### config.mk
export PLATFORM = sky130hd
export DESIGN_NAME = dmsb_top
export DESIGN_NICKNAME = d
export VERILOG_FILES = /design/src/logic/dmsb_pkg.sv /design/src/logic/dmsb_top.sv
export SDC_FILE = /design/constraint.sdc
export NUM_CORES = 1
export LEC_CHECK = 0
export ABC_AREA = 1
export BUFFER_PORTS_ARGS = -buffer_cell sky130_fd_sc_hd__buf_2
export CORE_MARGIN = 2
export CORE_UTILIZATION = 37
export CTS_BUF_LIST = sky130_fd_sc_hd__clkbuf_2
export CTS_CLUSTER_SIZE = 12
export DETAILED_ROUTE_END_ITERATION = 10
export SYNTH_ARGS = -nofsm -noshare
export SYNTH_HDL_FRONTEND = slang
export SYNTH_SLANG_ARGS = --single-unit
### constraint.sdc
create_clock -name mclk -period 2.6 [get_ports mclk]
set_clock_uncertainty 0.1 [all_clocks]
set_input_delay 0.52 -clock mclk [delete_from_list [all_inputs] [get_ports mclk]]
set_output_delay 0.52 -clock mclk [all_outputs]
set_load 0.1 [all_outputs]
### src/logic/dmsb_pkg.sv
// Package: constants for the mode-register decode and speed-bin timing checks
package dmsb_pkg;
  // Clock period and cycle conversion (least times round up, longest round down)
  localparam int CLK_PS = 20000;
  function automatic int cyc_up(input int ps);
    return ((ps + CLK_PS - 1) / CLK_PS < 1) ? 1 : (ps + CLK_PS - 1) / CLK_PS;
  endfunction
  function automatic int cyc_dn(input int ps);
    return (ps / CLK_PS < 1) ? 1 : ps / CLK_PS;
  endfunction

  // Array timing in picoseconds, figures as printed
  localparam int TAA_MIN_FAST_PS  = 13750;
  localparam int TAA_MIN_SLOW_PS  = 13125;
  localparam int TAA_MAX_PS       = 20000;
  localparam int TRCD_FAST_PS     = 13750;
  localparam int TRCD_SLOW_PS     = 13125;
  localparam int TRC_FAST_PS      = 48750;
  localparam int TRC_SLOW_PS      = 49125;
  localparam int TRAS_MIN_FAST_PS = 35000;
  localparam int TRAS_MIN_SLOW_PS = 36000;
  localparam int TREFI_PS         = 7800000;
  localparam int TRAS_MAX_PS      = 9 * TREFI_PS;

  localparam int TAA_FAST_CYC     = cyc_up(TAA_MIN_FAST_PS);
  localparam int TAA_SLOW_CYC     = cyc_up(TAA_MIN_SLOW_PS);
  localparam int TAA_MAX_CYC      = cyc_dn(TAA_MAX_PS);
  localparam int TRCD_FAST_CYC    = cyc_up(TRCD_FAST_PS);
  localparam int TRCD_SLOW_CYC    = cyc_up(TRCD_SLOW_PS);
  localparam int TRC_FAST_CYC     = cyc_up(TRC_FAST_PS);
  localparam int TRC_SLOW_CYC     = cyc_up(TRC_SLOW_PS);
  localparam int TRAS_FAST_CYC    = cyc_up(TRAS_MIN_FAST_PS);
  localparam int TRAS_SLOW_CYC    = cyc_up(TRAS_MIN_SLOW_PS);
  localparam int TRAS_MAX_CYC     = cyc_dn(TRAS_MAX_PS);

  // Average clock period bounds of the speed bins, in ps
  localparam logic [15:0] TCK_3300 = 16'h0CE4;
  localparam logic [15:0] TCK_2500 = 16'h09C4;
  localparam logic [15:0] TCK_1875 = 16'h0753;
  localparam logic [15:0] TCK_1500 = 16'h05DC;
  localparam logic [15:0] TCK_1250 = 16'h04E2;

  // Register offsets
  localparam logic [7:0] REG_CTRL   = 8'h00;
  localparam logic [7:0] REG_TCK    = 8'h04;
  localparam logic [7:0] REG_MR0    = 8'h08;
  localparam logic [7:0] REG_MR1    = 8'h0C;
  localparam logic [7:0] REG_MR2    = 8'h10;
  localparam logic [7:0] REG_STATUS = 8'h14;
  localparam logic [7:0] REG_LAT    = 8'h18;

  // Field positions and reset values
  localparam int CTRL_FAST    = 0;
  localparam int CTRL_DOWNBIN = 1;
  localparam logic [1:0]  CTRL_RST = 2'h1;
  localparam logic [15:0] TCK_RST  = 16'h09C4;
  localparam logic [15:0] MR_RST   = 16'h0000;
  localparam int ST_RSV      = 0;
  localparam int ST_TRCD     = 1;
  localparam int ST_TRC      = 2;
  localparam int ST_TRAS_MIN = 3;
  localparam int ST_TRAS_MAX = 4;
  localparam int ST_TCK      = 5;

  // Mode-register address bits
  localparam int MR0_BT  = 3;
  localparam int MR0_PD  = 12;
  localparam int MR1_DLO = 1;
  localparam int MR1_DHI = 5;
  localparam int MR1_QOFF = 12;
  localparam int MR2_ASR = 6;
  localparam int MR2_SRT = 7;

  // Command codes {cs_n, ras_n, cas_n, we_n}
  localparam logic [3:0] CMD_MRS = 4'h0;
  localparam logic [3:0] CMD_REF = 4'h1;
  localparam logic [3:0] CMD_PRE = 4'h2;
  localparam logic [3:0] CMD_ACT = 4'h3;
  localparam logic [3:0] CMD_WR  = 4'h4;
  localparam logic [3:0] CMD_RD  = 4'h5;

  // Read-latency sequencer states
  typedef enum logic [0:0] {
    RD_IDLE = 1'b0,
    RD_WAIT = 1'b1
  } dmsb_rd_t;
endpackage

### src/logic/dmsb_top.sv
// Mode-register decode, read latency and speed-bin timing checks of the SDRAM
//
// Summary of operation
// - MR0 A1:A0 = 00 gives fixed burst eight
// - MR1 A12 = 0 enables outputs; A5,A1 drive
// - MR1 A9,A6,A2 = 011 enables nominal termination
// - MR2 A10:A9 = 10 enables write termination
// - MR0 A12 picks slow or fast exit
// - MR2 A6 enables automatic self refresh
// - MR2 A7 picks extended self-refresh range
// - MR0 A3 = 0 gives sequential burst order
// - First read data within its latency window
// - Down-binned device meets the slower latency
//
// The plain strobed port and the address map were left to the implementer.
`timescale 1ns/1ps
module dmsb_top #(
  parameter int CNT_W = 12
) (
  input  wire logic        mclk,
  input  wire logic        rst,
  input  wire logic        cs_n,
  input  wire logic        ras_n,
  input  wire logic        cas_n,
  input  wire logic        we_n,
  input  wire logic [2:0]  ba,
  input  wire logic [15:0] a,
  input  wire logic [7:0]  bus_addr,
  input  wire logic [31:0] bus_wdata,
  input  wire logic        bus_wr,
  input  wire logic        bus_rd,
  output logic      [31:0] bus_rdata,
  output logic             bl8_fixed,
  output logic             out_buf_en,
  output logic      [1:0]  drive_sel,
  output logic      [2:0]  rtt_nom_sel,
  output logic      [1:0]  rtt_wr_sel,
  output logic             pd_fast_exit,
  output logic             asr_en,
  output logic             srt_ext,
  output logic             burst_seq,
  output logic             first_data,
  output logic             tck_bad
);
  // Elaboration checks: counters must hold the longest row time
  if (CNT_W > 16 || (1 << CNT_W) - 1 <= dmsb_pkg::TRAS_MAX_CYC) begin : g_cnt_chk
    $error("CNT_W too small for the row-open limit");
  end
  if (dmsb_pkg::TAA_FAST_CYC > dmsb_pkg::TAA_MAX_CYC || dmsb_pkg::TAA_MAX_CYC > 15) begin : g_lat_chk
    $error("Read latency window unreachable at this clock");
  end

  localparam int AA_LO   = dmsb_pkg::TAA_SLOW_CYC;
  localparam int AA_HI   = dmsb_pkg::TAA_MAX_CYC;
  localparam int AA_SLOW = dmsb_pkg::TAA_SLOW_CYC;

  typedef struct packed {
    logic [22:0]                pin_s1;
    logic [22:0]                pin_s2;
    logic                       fast;
    logic                       downbin;
    logic [15:0]                tck_ps;
    logic [15:0]                mr0;
    logic [15:0]                mr1;
    logic [15:0]                mr2;
    logic                       bl8;
    logic                       obuf;
    logic [1:0]                 drv;
    logic [2:0]                 rnom;
    logic [1:0]                 rwr;
    logic                       pdf;
    logic                       asr;
    logic                       srt;
    logic                       seq;
    logic [4:0]                 sticky;
    logic                       tck_bad;
    dmsb_pkg::dmsb_rd_t         rd_st;
    logic [3:0]                 rd_cnt;
    logic                       first;
    logic [7:0]                 open;
    logic [7:0][CNT_W-1:0]      age;
    logic [31:0]                rdata;
  } dmsb_state_t;

  dmsb_state_t q_reg;
  dmsb_state_t q_next;

  // Commands as seen after the pin synchroniser
  logic [3:0]  cmd;
  logic [2:0]  cba;
  logic [15:0] ca;
  logic        mrs_ok;
  logic        rd_cmd;
  assign cmd    = q_reg.pin_s2[22:19];
  assign cba    = q_reg.pin_s2[18:16];
  assign ca     = q_reg.pin_s2[15:0];
  assign rd_cmd = (cmd == dmsb_pkg::CMD_RD);

  // Period window for a CAS latency; CL11 only on the fast grade
  function automatic logic cl_tck_ok(input logic [3:0] cl, input logic [15:0] t, input logic fast);
    unique case (cl)
      4'h6:         cl_tck_ok = t >= dmsb_pkg::TCK_2500 && t <= dmsb_pkg::TCK_3300;
      4'h7, 4'h8:   cl_tck_ok = t >= dmsb_pkg::TCK_1875 && t < dmsb_pkg::TCK_2500;
      4'h9, 4'hA:   cl_tck_ok = t >= dmsb_pkg::TCK_1500 && t < dmsb_pkg::TCK_1875;
      4'hB:         cl_tck_ok = fast && t >= dmsb_pkg::TCK_1250 && t < dmsb_pkg::TCK_1500;
      default:      cl_tck_ok = 1'b0;
    endcase
  endfunction

  // Period window for a CAS write latency
  function automatic logic cwl_tck_ok(input logic [3:0] cwl, input logic [15:0] t, input logic fast);
    unique case (cwl)
      4'h5:    cwl_tck_ok = t >= dmsb_pkg::TCK_2500 && t <= dmsb_pkg::TCK_3300;
      4'h6:    cwl_tck_ok = t >= dmsb_pkg::TCK_1875 && t < dmsb_pkg::TCK_2500;
      4'h7:    cwl_tck_ok = t >= dmsb_pkg::TCK_1500 && t < dmsb_pkg::TCK_1875;
      4'h8:    cwl_tck_ok = fast && t >= dmsb_pkg::TCK_1250 && t < dmsb_pkg::TCK_1500;
      default: cwl_tck_ok = 1'b0;
    endcase
  endfunction

  // Reserved mode encodings; slow grade lacks CL11 and CWL8
  function automatic logic mr_bad(input logic [1:0] sel, input logic [15:0] v, input logic fast);
    unique case (sel)
      2'h0:    mr_bad = v[1:0] == 2'h3 || v[2] || v[6:4] < 3'h2 || (!fast && v[6:4] == 3'h7);
      2'h1:    mr_bad = v[dmsb_pkg::MR1_DHI] || {v[9], v[6], v[2]} > 3'h5;
      2'h2:    mr_bad = v[5:3] > 3'h3 || (!fast && v[5:3] == 3'h3) || v[10:9] == 2'h3;
      default: mr_bad = 1'b0;
    endcase
  endfunction

  assign mrs_ok = cmd == dmsb_pkg::CMD_MRS && cba[2] == 1'b0 && !mr_bad(cba[1:0], ca, q_reg.fast);

  // All next-state logic
  always_comb begin
    logic [4:0]       set;
    logic [4:0]       clr;
    logic [3:0]       cl;
    logic [3:0]       cwl;
    logic [3:0]       lat;
    logic [CNT_W-1:0] trcd;
    logic [CNT_W-1:0] trc;
    logic [CNT_W-1:0] tras;
    logic [CNT_W-1:0] tmax;
    set    = '0;
    clr    = '0;
    q_next = q_reg;
    q_next.pin_s1 = {cs_n, ras_n, cas_n, we_n, ba, a};
    q_next.pin_s2 = q_reg.pin_s1;
    q_next.first  = 1'b0;
    q_next.rdata  = 32'h0000_0000;
    cl   = {1'b0, q_reg.mr0[6:4]} + 4'h4;
    cwl  = {1'b0, q_reg.mr2[5:3]} + 4'h5;
    // Down-binned parts run the slower access window
    lat  = (q_reg.fast && !q_reg.downbin) ? 4'(dmsb_pkg::TAA_FAST_CYC) : 4'(dmsb_pkg::TAA_SLOW_CYC);
    trcd = q_reg.fast ? CNT_W'(dmsb_pkg::TRCD_FAST_CYC) : CNT_W'(dmsb_pkg::TRCD_SLOW_CYC);
    trc  = q_reg.fast ? CNT_W'(dmsb_pkg::TRC_FAST_CYC) : CNT_W'(dmsb_pkg::TRC_SLOW_CYC);
    tras = q_reg.fast ? CNT_W'(dmsb_pkg::TRAS_FAST_CYC) : CNT_W'(dmsb_pkg::TRAS_SLOW_CYC);
    // First cycle past the longest row time; open exactly that long is legal
    tmax = CNT_W'(dmsb_pkg::TRAS_MAX_CYC + 1);

    // Mode register set; a reserved value is refused whole
    if (cmd == dmsb_pkg::CMD_MRS && !mrs_ok && cba[2] == 1'b0) begin
      set[dmsb_pkg::ST_RSV] = 1'b1;
    end
    if (mrs_ok) begin
      unique case (cba[1:0])
        2'h0: begin
          q_next.mr0 = ca;
          q_next.bl8 = ca[1:0] == 2'h0;
          q_next.seq = !ca[dmsb_pkg::MR0_BT];
          q_next.pdf = ca[dmsb_pkg::MR0_PD];
        end
        2'h1: begin
          q_next.mr1  = ca;
          q_next.obuf = !ca[dmsb_pkg::MR1_QOFF];
          q_next.drv  = {ca[dmsb_pkg::MR1_DHI], ca[dmsb_pkg::MR1_DLO]};
          q_next.rnom = {ca[9], ca[6], ca[2]};
        end
        2'h2: begin
          q_next.mr2 = ca;
          q_next.rwr = ca[10:9];
          q_next.asr = ca[dmsb_pkg::MR2_ASR];
          q_next.srt = ca[dmsb_pkg::MR2_SRT];
        end
        default: begin
        end
      endcase
    end

    // Live period check against both latencies
    q_next.tck_bad = !(cl_tck_ok(cl, q_reg.tck_ps, q_reg.fast) &&
                       cwl_tck_ok(cwl, q_reg.tck_ps, q_reg.fast));

    // Per-bank row age; saturates so a stale bank never trips
    for (int b = 0; b < 8; b++) begin
      if (q_reg.age[b] != '1) begin
        q_next.age[b] = q_reg.age[b] + 1'b1;
      end
      if (q_reg.open[b] && q_reg.age[b] == tmax) begin
        set[dmsb_pkg::ST_TRAS_MAX] = 1'b1;
      end
      if (cmd == dmsb_pkg::CMD_REF && q_reg.age[b] < trc) begin
        set[dmsb_pkg::ST_TRC] = 1'b1;
      end
      if (cmd == dmsb_pkg::CMD_PRE && (ca[10] || cba == 3'(b))) begin
        if (q_reg.open[b] && q_reg.age[b] < tras) begin
          set[dmsb_pkg::ST_TRAS_MIN] = 1'b1;
        end
        q_next.open[b] = 1'b0;
      end
    end
    if (cmd == dmsb_pkg::CMD_ACT) begin
      if (q_reg.age[cba] < trc) begin
        set[dmsb_pkg::ST_TRC] = 1'b1;
      end
      q_next.open[cba] = 1'b1;
      q_next.age[cba]  = CNT_W'(1); // A command k cycles later sees age k
    end
    if ((rd_cmd || cmd == dmsb_pkg::CMD_WR) && (!q_reg.open[cba] || q_reg.age[cba] < trcd)) begin
      set[dmsb_pkg::ST_TRCD] = 1'b1;
    end

    // First-data timer; a new read restarts it
    if (rd_cmd) begin
      if (lat == 4'h1) begin
        q_next.first = 1'b1;
        q_next.rd_st = dmsb_pkg::RD_IDLE;
      end else begin
        q_next.rd_st  = dmsb_pkg::RD_WAIT;
        q_next.rd_cnt = lat - 4'h1;
      end
    end else begin
      unique case (q_reg.rd_st)
        dmsb_pkg::RD_IDLE: begin
        end
        dmsb_pkg::RD_WAIT: begin
          if (q_reg.rd_cnt == 4'h1) begin
            q_next.first = 1'b1;
            q_next.rd_st = dmsb_pkg::RD_IDLE;
          end else begin
            q_next.rd_cnt = q_reg.rd_cnt - 4'h1;
          end
        end
      endcase
    end

    // Register writes; sticky status bits 4:0 clear on a written one
    if (bus_wr) begin
      unique case (bus_addr)
        dmsb_pkg::REG_CTRL: begin
          q_next.fast    = bus_wdata[dmsb_pkg::CTRL_FAST];
          q_next.downbin = bus_wdata[dmsb_pkg::CTRL_DOWNBIN];
        end
        dmsb_pkg::REG_TCK:    q_next.tck_ps = bus_wdata[15:0];
        dmsb_pkg::REG_STATUS: clr = bus_wdata[4:0];
        default: begin
        end
      endcase
    end
    // A new event in the clearing cycle survives
    q_next.sticky = (q_reg.sticky & ~clr) | set;

    // Register reads; data valid the cycle after the strobe
    if (bus_rd) begin
      unique case (bus_addr)
        dmsb_pkg::REG_CTRL:   q_next.rdata = {30'h0, q_reg.downbin, q_reg.fast};
        dmsb_pkg::REG_TCK:    q_next.rdata = {16'h0000, q_reg.tck_ps};
        dmsb_pkg::REG_MR0:    q_next.rdata = {16'h0000, q_reg.mr0};
        dmsb_pkg::REG_MR1:    q_next.rdata = {16'h0000, q_reg.mr1};
        dmsb_pkg::REG_MR2:    q_next.rdata = {16'h0000, q_reg.mr2};
        dmsb_pkg::REG_STATUS: q_next.rdata = {26'h0, q_reg.tck_bad, q_reg.sticky};
        dmsb_pkg::REG_LAT:    q_next.rdata = {20'h0, cwl, cl, lat};
        default:              q_next.rdata = 32'h0000_0000;
      endcase
    end
  end

  // State register with synchronous reset
  always_ff @(posedge mclk) begin
    if (rst) begin
      q_reg         <= '0;
      q_reg.pin_s1  <= {4'hF, 19'h0_0000}; // Flush as deselect so no false MRS follows reset
      q_reg.pin_s2  <= {4'hF, 19'h0_0000};
      q_reg.fast    <= dmsb_pkg::CTRL_RST[dmsb_pkg::CTRL_FAST];
      q_reg.downbin <= dmsb_pkg::CTRL_RST[dmsb_pkg::CTRL_DOWNBIN];
      q_reg.tck_ps  <= dmsb_pkg::TCK_RST;
      q_reg.mr0     <= dmsb_pkg::MR_RST;
      q_reg.mr1     <= dmsb_pkg::MR_RST;
      q_reg.mr2     <= dmsb_pkg::MR_RST;
      q_reg.bl8     <= 1'b1;
      q_reg.obuf    <= 1'b1;
      q_reg.seq     <= 1'b1;
      q_reg.tck_bad <= 1'b1;
      q_reg.rd_st   <= dmsb_pkg::RD_IDLE;
      q_reg.age     <= '1;
    end else begin
      q_reg <= q_next;
    end
  end

  // Outputs straight from the state register
  assign bus_rdata    = q_reg.rdata;
  assign bl8_fixed    = q_reg.bl8;
  assign out_buf_en   = q_reg.obuf;
  assign drive_sel    = q_reg.drv;
  assign rtt_nom_sel  = q_reg.rnom;
  assign rtt_wr_sel   = q_reg.rwr;
  assign pd_fast_exit = q_reg.pdf;
  assign asr_en       = q_reg.asr;
  assign srt_ext      = q_reg.srt;
  assign burst_seq    = q_reg.seq;
  assign first_data   = q_reg.first;
  assign tck_bad      = q_reg.tck_bad;

  // Mode decode checks tie each output to the accepted command word, rtt_nom_sel only for the value 011
  bl8_decode_a: assert property (@(posedge mclk) disable iff (rst)
    mrs_ok && cba[1:0] == 2'h0 |=> bl8_fixed == ($past(ca[1:0]) == 2'h0))
    else $error("burst length decode wrong");
  obuf_drive_a: assert property (@(posedge mclk) disable iff (rst)
    mrs_ok && cba[1:0] == 2'h1 |=> out_buf_en != $past(ca[12]) && drive_sel == $past({ca[5], ca[1]}))
    else $error("output buffer or drive decode wrong");
  rtt_nom_a: assert property (@(posedge mclk) disable iff (rst)
    mrs_ok && cba[1:0] == 2'h1 && {ca[9], ca[6], ca[2]} == 3'h3 |=> rtt_nom_sel == 3'h3)
    else $error("nominal termination not enabled");
  rtt_write_a: assert property (@(posedge mclk) disable iff (rst)
    mrs_ok && cba[1:0] == 2'h2 |=> rtt_wr_sel == $past(ca[10:9]) ##1 rtt_wr_sel == $past(ca[10:9], 2))
    else $error("write termination decode wrong");
  pd_exit_a: assert property (@(posedge mclk) disable iff (rst)
    mrs_ok && cba[1:0] == 2'h0 |=> pd_fast_exit == $past(ca[12]))
    else $error("power-down exit decode wrong");
  asr_mode_a: assert property (@(posedge mclk) disable iff (rst)
    !(cmd == dmsb_pkg::CMD_MRS && cba == 3'h2) |=> $stable(asr_en))
    else $error("self refresh enable moved without a mode write");
  srt_range_a: assert property (@(posedge mclk) disable iff (rst)
    mrs_ok && cba[1:0] == 2'h2 |=> srt_ext == $past(ca[7]) && asr_en == $past(ca[6]))
    else $error("self refresh range decode wrong");
  burst_order_a: assert property (@(posedge mclk) disable iff (rst)
    mrs_ok && cba[1:0] == 2'h0 |=> burst_seq != $past(ca[3]))
    else $error("burst order decode wrong");
  rd_window_a: assert property (@(posedge mclk) disable iff (rst)
    rd_cmd |-> ##[AA_LO:AA_HI] first_data)
    else $error("first read data outside its window");
  downbin_lat_a: assert property (@(posedge mclk) disable iff (rst)
    rd_cmd && (q_reg.downbin || !q_reg.fast) |-> ##AA_SLOW first_data)
    else $error("down-binned read latency wrong");
endmodule // dmsb_top

== Word level (Yosys, flattened, before mapping) ==
Cells that the tools add are included.
Operators by class
  add/subtract/negate cells: 11
  multipliers: 0
  shift-type cells: 0
  $lt $le $gt $ge: 31
  divide/modulo/power cells: 0
  equal/unequal tests: 51
  reduce and logical (&&, ||, !) cells: 84
  multiplexer cells: 71
  bitwise logic cells: 12
Operators with widths (count)
  < comparator 12 x 2 -> 1 bit (second input constant): 17
  2-to-1 mux 12 bit: 10
  one-hot mux 16 bit (7 select lines): 1
  2-to-1 mux 104 bit: 1
  adder 12 x 1 -> 12 bit (second input constant): 8
  == test 12 bit (second input constant): 8
  != test 12 bit (second input constant): 8
  AND 88 bit: 1
  inverter 88 bit: 1
  2-to-1 mux 1 bit: 50
  greater-or-equal comparator 16 x 11 -> 1 bit (second input constant): 3
  logical AND 1 bit: 46
  binary-select mux 12 bit (select 3 bit): 1
  demux 12 bit (select 3 bit): 1
  < comparator 16 x 11 -> 1 bit (second input constant): 2
  == test 4 x 3 -> 1 bit (second input constant): 7
  == test 8 x 5 -> 1 bit (second input constant): 3
  == test 4 bit (second input constant): 5
  == test 8 x 4 -> 1 bit (second input constant): 2
  greater-or-equal comparator 16 x 12 -> 1 bit (second input constant): 1
  <= comparator 16 x 12 -> 1 bit (second input constant): 1
  logical OR 1 bit: 16
  < comparator 16 x 12 -> 1 bit (second input constant): 1
  bitwise OR 8 bit: 2
  34 further kinds: 64
Storage, ports and cells
  logic and storage cells: 292
  bits in writable memories: 0
  memories: 0
  bits in latches: 0
  output and inout bits: 47
  bits in read-only memories: 0
  input bits: 67
  register bits: 273

== Logic depth before layout (Yosys ltp) ==
Gate-level depths: netlist of the first run.
  depth in word-level cells: 19
  depth in mapped cells: 13

== Least setup slack after synthesis of the first run ==
No wires, ideal clock.
  path kind: register -> register
  from: reg q_reg[116] in the netlist's numbering
  to: reg q_reg[125] in the netlist's numbering
  arrival time: 1.620 ns
  buffers on the path: 0
  period minus slack after synthesis: 1.845 ns
  setup time: 0.126 ns
  stages on the path, launching flop included: 13
  data required time: 2.374 ns
  slack: 0.755 ns
  cell sequence: dfxtp_1 ha_1 nand3_1 nor3_2 nand2_1 nor2_2 inv_1 nand2_1 inv_1 nand2_1 nand2_1 nand3_1 nand2_1
On the way
  longest elaborated chain between the ends: 4
  elaborated cells on any way between the ends: 5
RTL lines
  from (decl): line dmsb_top.sv:85  | dmsb_state_t q_reg;
  from (signal assigned): line dmsb_top.sv:297  | q_reg <= q_next;
  adder 12 x 1 -> 12 bit or != test 12 bit (tied branches): line dmsb_top.sv:197, dmsb_top.sv:196
  2-to-1 mux 12 bit *: line dmsb_top.sv:196  | if (q_reg.age[b] != '1) begin
  AND 88 bit (no source line)
  2-to-1 mux 104 bit *: line dmsb_top.sv:212  | if (cmd == dmsb_pkg::CMD_ACT) begin
Mark *: on every way between the ends. The rest lies on a longest branch, timed or not.
A chain may end at the register's enable or synchronous reset.

==> flow_metrics.py, run 1 <==
metrics = {
    "drt": {
        "avgViaCountPerCell": 4.86,
        "routed_wl_mm": 34.7,
        "drtIter0Drc": 849,
        "wire_per_inst_um": 13.7,
        "drc_errors": 0,
        "antenna_left": 0,
        "vias": 12300,
        "dr.pass1.iters": 8,
    },
    "worst_setup_path": {
        "arrival_ns": 1.73,
        "r2r-start": "q_reg[81]",
        "worstSetupStartpointType": "register",
        "required_ns": 1.98,
        "crit_type": "register to primary output",
        "path_depth": 1,
        "rrSetupSlack_ns": 0.46,
        "slowest_delay_ns": 0.46,
        "path_cells": "buf_2",
        "r2r_cells": 11,
        "end_kind": "primary output",
        "cp_slowest_cell": "buf_2",
        "critPathMaxFanout": 3,
        "crit_family": "buffers and inverters",
        "worst_r2r_endpoint": "q_reg[85]",
        "cp_num_buf_inv": 1,
    },
    "sta": {
        "timing.hold.ws_ns": 0.109,
        "hold_viol": 0,
        "fin_crit_ns": 2.35,
        "slew_violations": 0,
        "fin_crit_sh_pct": 90.6,
        "max_freq_mhz": 425,
        "tightest_slew_ns": 0.784,
        "max_slew_margin_pct": 47.7,
        "tns_ns": 0,
        "setup_viol": 0,
        "rsz0062_at_grt": "no",
    },
    "power": {
        "p_leak_nw": 7.36,
        "peakVddDrop_mv": 0.562,
        "power_density_mw_per_mm2": 829,
    },
    "global_route": {
        "grt_pass1_vias": 11600,
        "antenna_found_initial": 1,
        "overflow": 0,
        "grt_max_degree": 71,
        "grt_pass1_wl_mm": 56.6,
        "track_usage_pct": 19.5,
    },
    "floorplanning": {
        "start_util_pct": 37.4,
        "die_area_sq_mm": 0.0352,
        "core_area_sq_mm": 0.0334,
        "die_w_um": 188,
        "pin_count": 114,
        "die_y_um": 188,
        "core.rowCount": 67,
    },
    "cts": {
        "clockBufferDepth": 3,
        "cts_buffers": 69,
        "clk_pin_slew_worst_paths_ns": 0.11,
        "post_cts_resized": 0,
        "htreeDepth": 3,
        "clock_latency_ns": 0.88,
        "cts_tree": "built",
        "cts_root_buffer": "clkbuf_2",
        "cts_sinks": 247,
    },
    "synth": {
        "synthFlopType": "dfxtp_1",
        "synth_edf_count": 0,
        "avgSynthCellArea_sq_um": 6.63,
        "async_reset_ff_share_pct": 0,
        "syn_area_sq_mm": 0.0125,
        "seq_area_frac_synth_pct": 39.6,
        "yosysWarnings": 0,
        "syn_inst": 1883,
        "ys_types": 45,
        "synth_seq_cells": 247,
    },
    "place": {
        "io_buffers": 81,
        "gp_congestion": 0.917,
        "place_hpwl_mm": 24.5,
        "dp_cells": 2362,
    },
    "finish": {
        "drive_gt1_share_pct": 12.4,
        "finalNetCount": 2113,
        "largest_reg_flops": 180,
        "area_growth_pct": 14.9,
        "final_util_pct": 43.0,
        "fin_cells": 2529,
    },
    "hold_path": {
        "hold_start": "bus_addr[4]",
        "holdPathEnd": "q_reg[226]",
        "hold_class": "input pin to register",
        "hold_depth": 4,
    },
    "run_status": {
        "outcome": "complete, no violations",
    },
    "job": {
        "drv_cap": 0,
    },
}
## cell usage in the layout, fill, tap and decap left out, drive strengths merged, types with 19 or more instances in the layout
| master | instances |
|---|---|
| a21oi | 71 |
| nand4 | 32 |
| nand3 | 118 |
| dlygate4sd3 | 46 |
| o211ai | 27 |
| nand2 | 469 |
| buf | 107 |
| dfxtp | 247 |
| nor3 | 36 |
| o21ai | 107 |
| clkbuf | 95 |
| clkinv | 19 |
| inv | 268 |
| nor2 | 296 |
| o22ai | 23 |
## synthesized netlist by cell type, types with 15 or more instances
master	number	area (sq um)
clkbuf_1	35	131
a21oi_1	70	350
ha_1	15	188
o211ai_1	27	203
nand4_1	32	200
o22ai_1	23	144
dfxtp_1	247	4940
o21ai_0	93	465
xor2_1	16	140
nor2_1	285	1070
nor3_1	30	150
nand2_1	468	1760
nand3_1	115	576
buf_4	41	308
inv_1	254	953
## final cells by class
cell class              instances  area [sq um]
inverters                     266          1000
repair buffers                153          1090
flip-flops and latches        247          4940
diodes                          1          2.50
multi-input cells            1294          6080
well taps                     448           561
fillers                      3567         19000
clock buffers                  95           475
clock inverters                25           186
## power breakdown
part           switching, W  internal, W  leakage, nW  total, W
clock network       0.00171      0.00129        0.487   0.00301
registers          0.000587      0.00431         2.02   0.00490
logic               0.00252      0.00146         4.85   0.00398
total               0.00482      0.00707         7.36    0.0119
## cells by family (layout without fill, tap and decap cells)
| family | Yosys count | count (layout) | share of synthesized area, % |
|---|---|---|---|
| adders and majority gates | 15 | 15 | 1.50 |
| buffers and inverters | 357 | 539 | 12.1 |
| AOI/OAI and AO/OA | 265 | 265 | 12.2 |
| xor gates and xnor gates | 19 | 19 | 1.33 |
| other | 1 | 17 | 0.0300 |
| DFF | 247 | 247 | 39.6 |
| and+or+nand+nor | 979 | 979 | 33.2 |
## how the worst max path moves through the flow
stage                           start              to  slack [ns]
after floorplan            q_reg[116]      q_reg[125]        0.75
after global placement    bus_addr[5]    bus_rdata[1]        0.40
after detailed placement  bus_addr[5]    bus_rdata[1]        0.34
after CTS                  q_reg[178]    drive_sel[0]        0.15
after global routing       q_reg[178]    drive_sel[0]        0.16
final                      q_reg[179]  rtt_nom_sel[0]        0.25
## metal layers
metal / vias to the layer above / share of wire (%) / GRT usage [%] / wire [um]
li1: 6302 / - / - / -
met1: 5535 / 47 / 25.6 / 16200
met2: 367 / 45 / 31.7 / 15600
met3: 80 / 5.3 / 3.52 / 1850
met4: 0 / 3.0 / 7.90 / 1060
met5: - / 0 / 0 / 0
## what timing repair did
| action | 4_1_cts | 5_1_grt |
|---|---|---|
| hold endpoints to repair | 56 | 0 |
| hold buffers | 46 | 0 |
| buffers inserted | 0 | 0 |
## through the flow
step | total power (W) | setup slack, ns | area [sq um]
floorplan | 0.00799 | 0.755 | 12500
global placement | 0.00880 | 0.397 | 13200
detailed placement | 0.00886 | 0.337 | 13200
CTS | 0.0120 | 0.151 | 14300
global route | 0.0129 | 0.161 | 14300
finish | 0.0119 | 0.245 | 14300
No activity file was read; power rests on OpenSTA's default activity.
==> run 2, diff against run 1 <==
- CORE_MARGIN: 2 -> 5
- CORE_UTILIZATION: 37 -> 45
- PLACE_DENSITY: unset -> 0.66
- clock period: 2.6 -> 1.91 ns (I/O delays scaled with it)
==> run 2 against run 1 <==
Wire length rose by 6.9%. Die area is 12% lower. Clock-buffer cell count is 2 lower. Clock power up 22%. Register-to-register slack got worse by 0.40 ns. Sequential power is 34% higher. Largest cell class unchanged. Cell area rose by 12%. Worst setup slack got worse by 0.22 ns. Utilization is 15 points higher. Critical path type unchanged.
==> flow_metrics.py, run 2 (synthesized netlist as in run 1, its figures left out) <==
metrics = {
    "worst_setup_path": {
        "worstSetupStartpointType": "register",
        "required_ns": 1.43,
        "arrival_ns": 1.40,
        "crit_type": "register to primary output",
        "cp_num_buf_inv": 1,
        "startpoint": "q_reg[186]",
        "cp_slowest_cell": "dfxtp_4",
        "slowest_delay_ns": 0.38,
        "crit_family": "flip-flops",
        "end_kind": "primary output",
        "critPathMaxFanout": 2,
        "r2r-start": "cba[0]",
        "path_cells": "buf_12",
        "rrSetupSlack_ns": 0.06,
    },
    "floorplanning": {
        "core.rowCount": 61,
        "die_w_um": 177,
        "core_area_sq_mm": 0.0276,
        "die_area_sq_mm": 0.0312,
        "start_util_pct": 45.3,
        "die_y_um": 177,
        "pin_count": 114,
    },
    "finish": {
        "largest_reg_flops": 180,
        "drive_gt1_share_pct": 18.8,
        "fin_area_sq_mm": 0.0161,
        "finalNetCount": 2249,
        "area_growth_pct": 28.8,
        "final_util_pct": 58.3,
        "layout_commonest_cell": "nand2_1",
        "most-common-layout-cells": "nand2_1, nor2_1, inv_1",
    },
    "place": {
        "place_hpwl_mm": 24.8,
        "gp_congestion": 0.913,
        "io_buffers": 81,
        "place_area_sq_mm": 0.0139,
    },
    "drt": {
        "avgViaCountPerCell": 5.04,
        "antenna_left": 0,
        "wire_per_inst_um": 14.3,
        "vias": 13000,
        "drc_errors": 0,
        "routed_wl_mm": 37.1,
        "drtIter0Drc": 919,
        "dr.pass1.iters": 5,
    },
    "sta": {
        "hold_viol": 0,
        "fin_crit_ns": 1.89,
        "setup_viol": 0,
        "max_freq_mhz": 530,
        "slew_violations": 0,
        "rsz0062_at_grt": "yes",
        "fin_crit_sh_pct": 98.7,
        "tightest_slew_ns": 0.528,
        "tns_ns": 0,
        "max_slew_margin_pct": 64.8,
    },
    "cts": {
        "clk_pin_slew_worst_paths_ns": 0.10,
        "htreeDepth": 3,
        "cts_sinks": 247,
        "clockBufferDepth": 3,
        "cts_tree": "built",
        "cts_buffers": 68,
        "clock_latency_ns": 0.84,
        "cts_root_buffer": "clkbuf_2",
    },
    "power": {
        "p_leak_nw": 8.13,
        "power_density_mw_per_mm2": 1040,
        "peakVddDrop_mv": 0.647,
    },
    "global_route": {
        "grt_pass1_vias": 12400,
        "grt_pass1_wl_mm": 59.4,
        "overflow": 0,
        "antenna_found_initial": 1,
        "grt_max_degree": 71,
        "track_usage_pct": 22.9,
    },
    "run_status": {
        "outcome": "complete, no violations",
    },
    "hold_path": {
        "hold_start": "bus_addr[2]",
        "hold_class": "input pin to register",
    },
    "job": {
        "drv_cap": 0,
    },
}
## run 2: cell count changes in the layout (fill, tap and decap cells not counted), moves of 5 or more
| cell | change |
|---|---|
| nand2_2 | +7 |
| nand2_1 | -7 |
| dlygate4sd3_1 | +33 |
| nor2_4 | +5 |
| buf_4 | +88 |
| buf_12 | +37 |
| nor2_2 | +5 |
| dfxtp_1 | -33 |
| buf_6 | +5 |
| buf_2 | -30 |
| dfxtp_2 | +26 |
| nor2_1 | -10 |
| dfxtp_4 | +7 |
## run 2: path summary, 6_finish.rpt
check | endpoint | depth (start not counted)
max reg2reg | q_reg[146] | 9
min | bus_rdata[5] | 7
min reg2reg | cba[2] | 2
max | rtt_nom_sel[2] | 1
## run 2: where the power goes
group          internal (W)  total (W)  switching, W
sequential          0.00588    0.00658      0.000702
combinational       0.00272    0.00649       0.00377
clock               0.00144    0.00368       0.00223
total                0.0100     0.0167       0.00671
## run 2: through the flow
stage | cells | power (W) | hold WS [ns] | worst slack, ns
floorplan | 1898 | 0.0109 | 0.288 | 0.0646
global placement | 2376 | 0.0127 | 0.292 | 0.0602
detailed placement | 2376 | 0.0128 | 0.293 | -0.0150
CTS | 2569 | 0.0166 | 0.00830 | -0.0471
global route | 2590 | 0.0181 | 0.0972 | -0.0517
finish | 2590 | 0.0167 | 0.0907 | 0.0245
## run 2: cell type report
cell class / count / area (sq um)
Antenna cell: 2 / 5.00
Inverter: 266 / 1000
Fill cell: 2555 / 11500
Sequential cell: 247 / 5000
Clock inverter: 20 / 108
Clock buffer: 93 / 465
Tap cell: 378 / 473
Multi-Input combinational cell: 1294 / 6210
Timing Repair Buffer: 290 / 2810
## run 2: worst min-delay path: stages
cell	delay, ns
buf_2	0.12
nor3_1	0.08
buf_4	0.14
nand2_1	0.09
o22ai_1	0.07
inv_1	0.06
a21oi_1	0.06
## run 2: metal layers
metal | wire (um) | GRT usage [%]
met1 | 16300 | 30.3
met2 | 17200 | 37.6
met3 | 2330 | 3.51
met4 | 1180 | 9.06
met5 | 0 | 0
## run 2: what timing repair did
action,in CTS,in global routing
endpoints found under the hold margin,119,0
gates cloned,0,5
endpoints found under the setup margin,33,88
pin swaps,0,11
hold buffers,80,0
buffers inserted,0,15
resized for setup,150,48
==> run 3, diff against run 2 <==
- ABC_AREA: 1 -> unset
- SETUP_SLACK_MARGIN: unset -> 0.4
==> run 3 against run 2 <==
Flip-flop and latch count did not move. First-iteration DRC count is 19% higher. Largest cell class unchanged. Synthesized cell count decreased by 30%. Fmax is 13% lower. Sequential share of layout area is 2.9 points lower. Non-clock buffer count increased by 143. Die area decreased by 6.5%. Global-route usage grew 1.7 points. The flow now finishes with violations (setup timing). Utilization is 14 points higher. Register-to-register slack lost 0.33 ns. Critical path type is now register to register. Via count fell by 6.3%.
==> flow_metrics.py, run 3 <==
metrics = {
    "worst_setup_path": {
        "critPathMaxFanout": 5,
        "rrSetupSlack_ns": -0.27,
        "arrival_ns": 2.75,
        "slowest_delay_ns": 0.54,
        "cp_num_buf_inv": 2,
        "required_ns": 2.49,
        "crit_type": "register to register",
        "path_cells": "nor2_4, or4b_4, nor4_4, buf_6, clkbuf_16, mux2i_1, nor2_1",
        "crit_family": "simple AND/OR/NAND/NOR gates",
        "end_kind": "register",
        "cp_slowest_cell": "or4b_4",
        "worstSetupStartpointType": "register",
    },
    "synth": {
        "yosysMostFrequentCell": "dfxtp_1",
        "syn_inst": 1324,
        "yosys-top-cells-area": "dfxtp_1, mux2i_1, nor2_1",
        "yosys.area.top_type": "dfxtp_1",
        "yosysWarnings": 0,
        "syn_area_sq_mm": 0.0116,
        "synth_seq_cells": 247,
        "async_reset_ff_share_pct": 0,
        "synth_top_cell_area_share_pct": 42.5,
        "ys_top_cells_by_count": "dfxtp_1, nor2_1, nand2_1",
        "synth_edf_count": 0,
        "seq_area_frac_synth_pct": 42.5,
        "synthFlopType": "dfxtp_1",
        "ys_types": 73,
        "avgSynthCellArea_sq_um": 8.78,
    },
    "drt": {
        "vias": 12200,
        "drc_errors": 0,
        "drtIter0Drc": 1095,
        "wire_per_inst_um": 20.0,
        "antenna_left": 0,
        "avgViaCountPerCell": 5.80,
        "routed_wl_mm": 42.2,
        "dr.pass1.iters": 7,
    },
    "sta": {
        "slew_violations": 0,
        "max_slew_margin_pct": 63.5,
        "max_freq_mhz": 460,
        "fin_ws_ns": -0.265,
        "fin_crit_ns": 2.18,
        "rsz0062_at_grt": "yes",
        "fin_crit_sh_pct": 114,
        "tightest_slew_ns": 0.542,
        "setup_viol": 57,
        "hold_viol": 0,
        "tns_ns": -6.08,
    },
    "finish": {
        "most-common-layout-cells": "buf_4, dfxtp_1, nor2_1",
        "largest_reg_flops": 180,
        "finalNetCount": 1813,
        "layout_commonest_cell": "buf_4",
        "fillerInstances": 1625,
        "drive_gt1_share_pct": 48.6,
        "fin_area_sq_mm": 0.0183,
        "fin_cells": 2106,
        "area_growth_pct": 57.3,
    },
    "cts": {
        "clk_pin_slew_worst_paths_ns": 0.10,
        "cts_root_buffer": "clkbuf_2",
        "cts_sinks": 247,
        "htreeDepth": 3,
        "clock_latency_ns": 0.88,
        "clockBufferDepth": 3,
        "cts_tree": "built",
        "cts_buffers": 69,
    },
    "hold_path": {
        "hold_class": "input pin to register",
    },
    "run_status": {
        "outcome": "finished with violations",
        "violations": "setup timing",
    },
    "floorplanning": {
        "die_area_sq_mm": 0.0291,
        "die_y_um": 171,
        "start_util_pct": 45.9,
        "pin_count": 114,
        "core.rowCount": 58,
        "core_area_sq_mm": 0.0253,
        "die_w_um": 171,
    },
    "place": {
        "place_area_sq_mm": 0.0138,
        "gp_congestion": 0.905,
        "dp_cells": 1803,
        "place_hpwl_mm": 22.7,
        "io_buffers": 81,
    },
    "power": {
        "peakVddDrop_mv": 0.865,
        "p_leak_nw": 7.25,
        "power_density_mw_per_mm2": 1240,
    },
    "job": {
        "drv_cap": 0,
    },
    "global_route": {
        "overflow": 0,
        "grt_pass1_wl_mm": 58.6,
        "grt_pass1_vias": 11600,
        "antenna_found_initial": 2,
        "track_usage_pct": 24.5,
        "grt_max_degree": 106,
    },
}
==> run 3: changes by cell type after synthesis, moves of 38 or more <==
cell,delta
inv_1,-239
nor2_1,-148
nor2b_1,+46
nand2_1,-377
nand3_1,-41
xnor2_1,+38
mux2i_1,+64
==> run 3: worst paths after layout <==
| path | from | endpoint | depth (start not counted) |
|---|---|---|---|
| setup reg to reg | cmd[3] | q_reg[200] | 7 |
| hold reg to reg | q_next[248] | cmd[2] | 1 |
| hold / removal | bus_addr[0] | q_reg[225] | 6 |
| setup / recovery | cmd[3] | q_reg[200] | 7 |
==> run 3: kinds of logic after synthesis <==
family / count (synthesis) / share of synthesized area [%]
multiplexers: 72 / 7.06
adder cells (fa/ha/maj): 15 / 1.61
other: 1 / 0.0323
buffers and inverters: 129 / 5.75
flip-flops: 247 / 42.5
AO/OA/AOI/OAI: 247 / 13.5
XOR/XNOR: 65 / 4.90
AND/OR/NAND/NOR: 548 / 24.6
==> run 3: what timing repair did <==
action | 4_1_cts | 5_1_grt
gates resized for setup | 396 | 251
gates cloned | 4 | 7
buffers inserted | 66 | 47
pin swaps | 78 | 121
endpoints found under the hold margin | 165 | 0
hold buffers | 63 | 0
setup endpoints to repair | 196 | 218
==> run 3: worst reg2reg max path, delay by kind of cell (launching register included) <==
| family | cells | cell delay (ns) |
|---|---|---|
| and+or+nand+nor | 4 | 0.92 |
| DFF | 1 | 0.37 |
| buffers and inverters | 2 | 0.36 |
| muxes | 1 | 0.26 |
==> run 3: where the power goes <==
group          leakage, nW  switching, W  total (W)  internal [W]
registers             2.03       0.00104    0.00711       0.00608
logic                 4.76       0.00554     0.0115       0.00600
clock network        0.465       0.00235    0.00397       0.00162
total                 7.25       0.00893     0.0226        0.0137
==> run 3: through the flow <==
step | hold WS (ns) | utilization, % | worst slack [ns] | total power (W)
after floorplan | 0.289 | - | -0.0316 | 0.0124
after global placement | 0.299 | 54.3 | -0.195 | 0.0142
after detailed placement | 0.299 | 54.3 | -0.214 | 0.0144
after CTS | 0.00537 | 66.4 | -0.156 | 0.0203
after global routing | 0.0990 | 72.2 | -0.325 | 0.0239
final | 0.0605 | 72.2 | -0.265 | 0.0226
==> run 3: area by class of cell <==
cell class / instances / area (sq um) / share of cell area (%)
well taps: 330 / 413 / 2.26
multi-input cells: 963 / 7820 / 42.8
inverters: 17 / 68.8 / 0.376
flip-flops and latches: 247 / 5160 / 28.2
clock buffers: 94 / 470 / 2.57
diodes: 1 / 2.50 / 0.0137
repair buffers: 433 / 4200 / 22.9
clock inverters: 21 / 154 / 0.842
==> run 3: layer usage <==
metal	vias up	wire length [um]	GRT usage [%]
met5	-	28	0
met4	2	2010	9.31
met3	195	3440	6.31
met2	628	20300	39.4
met1	5845	16500	31.9
li1	5550	-	-
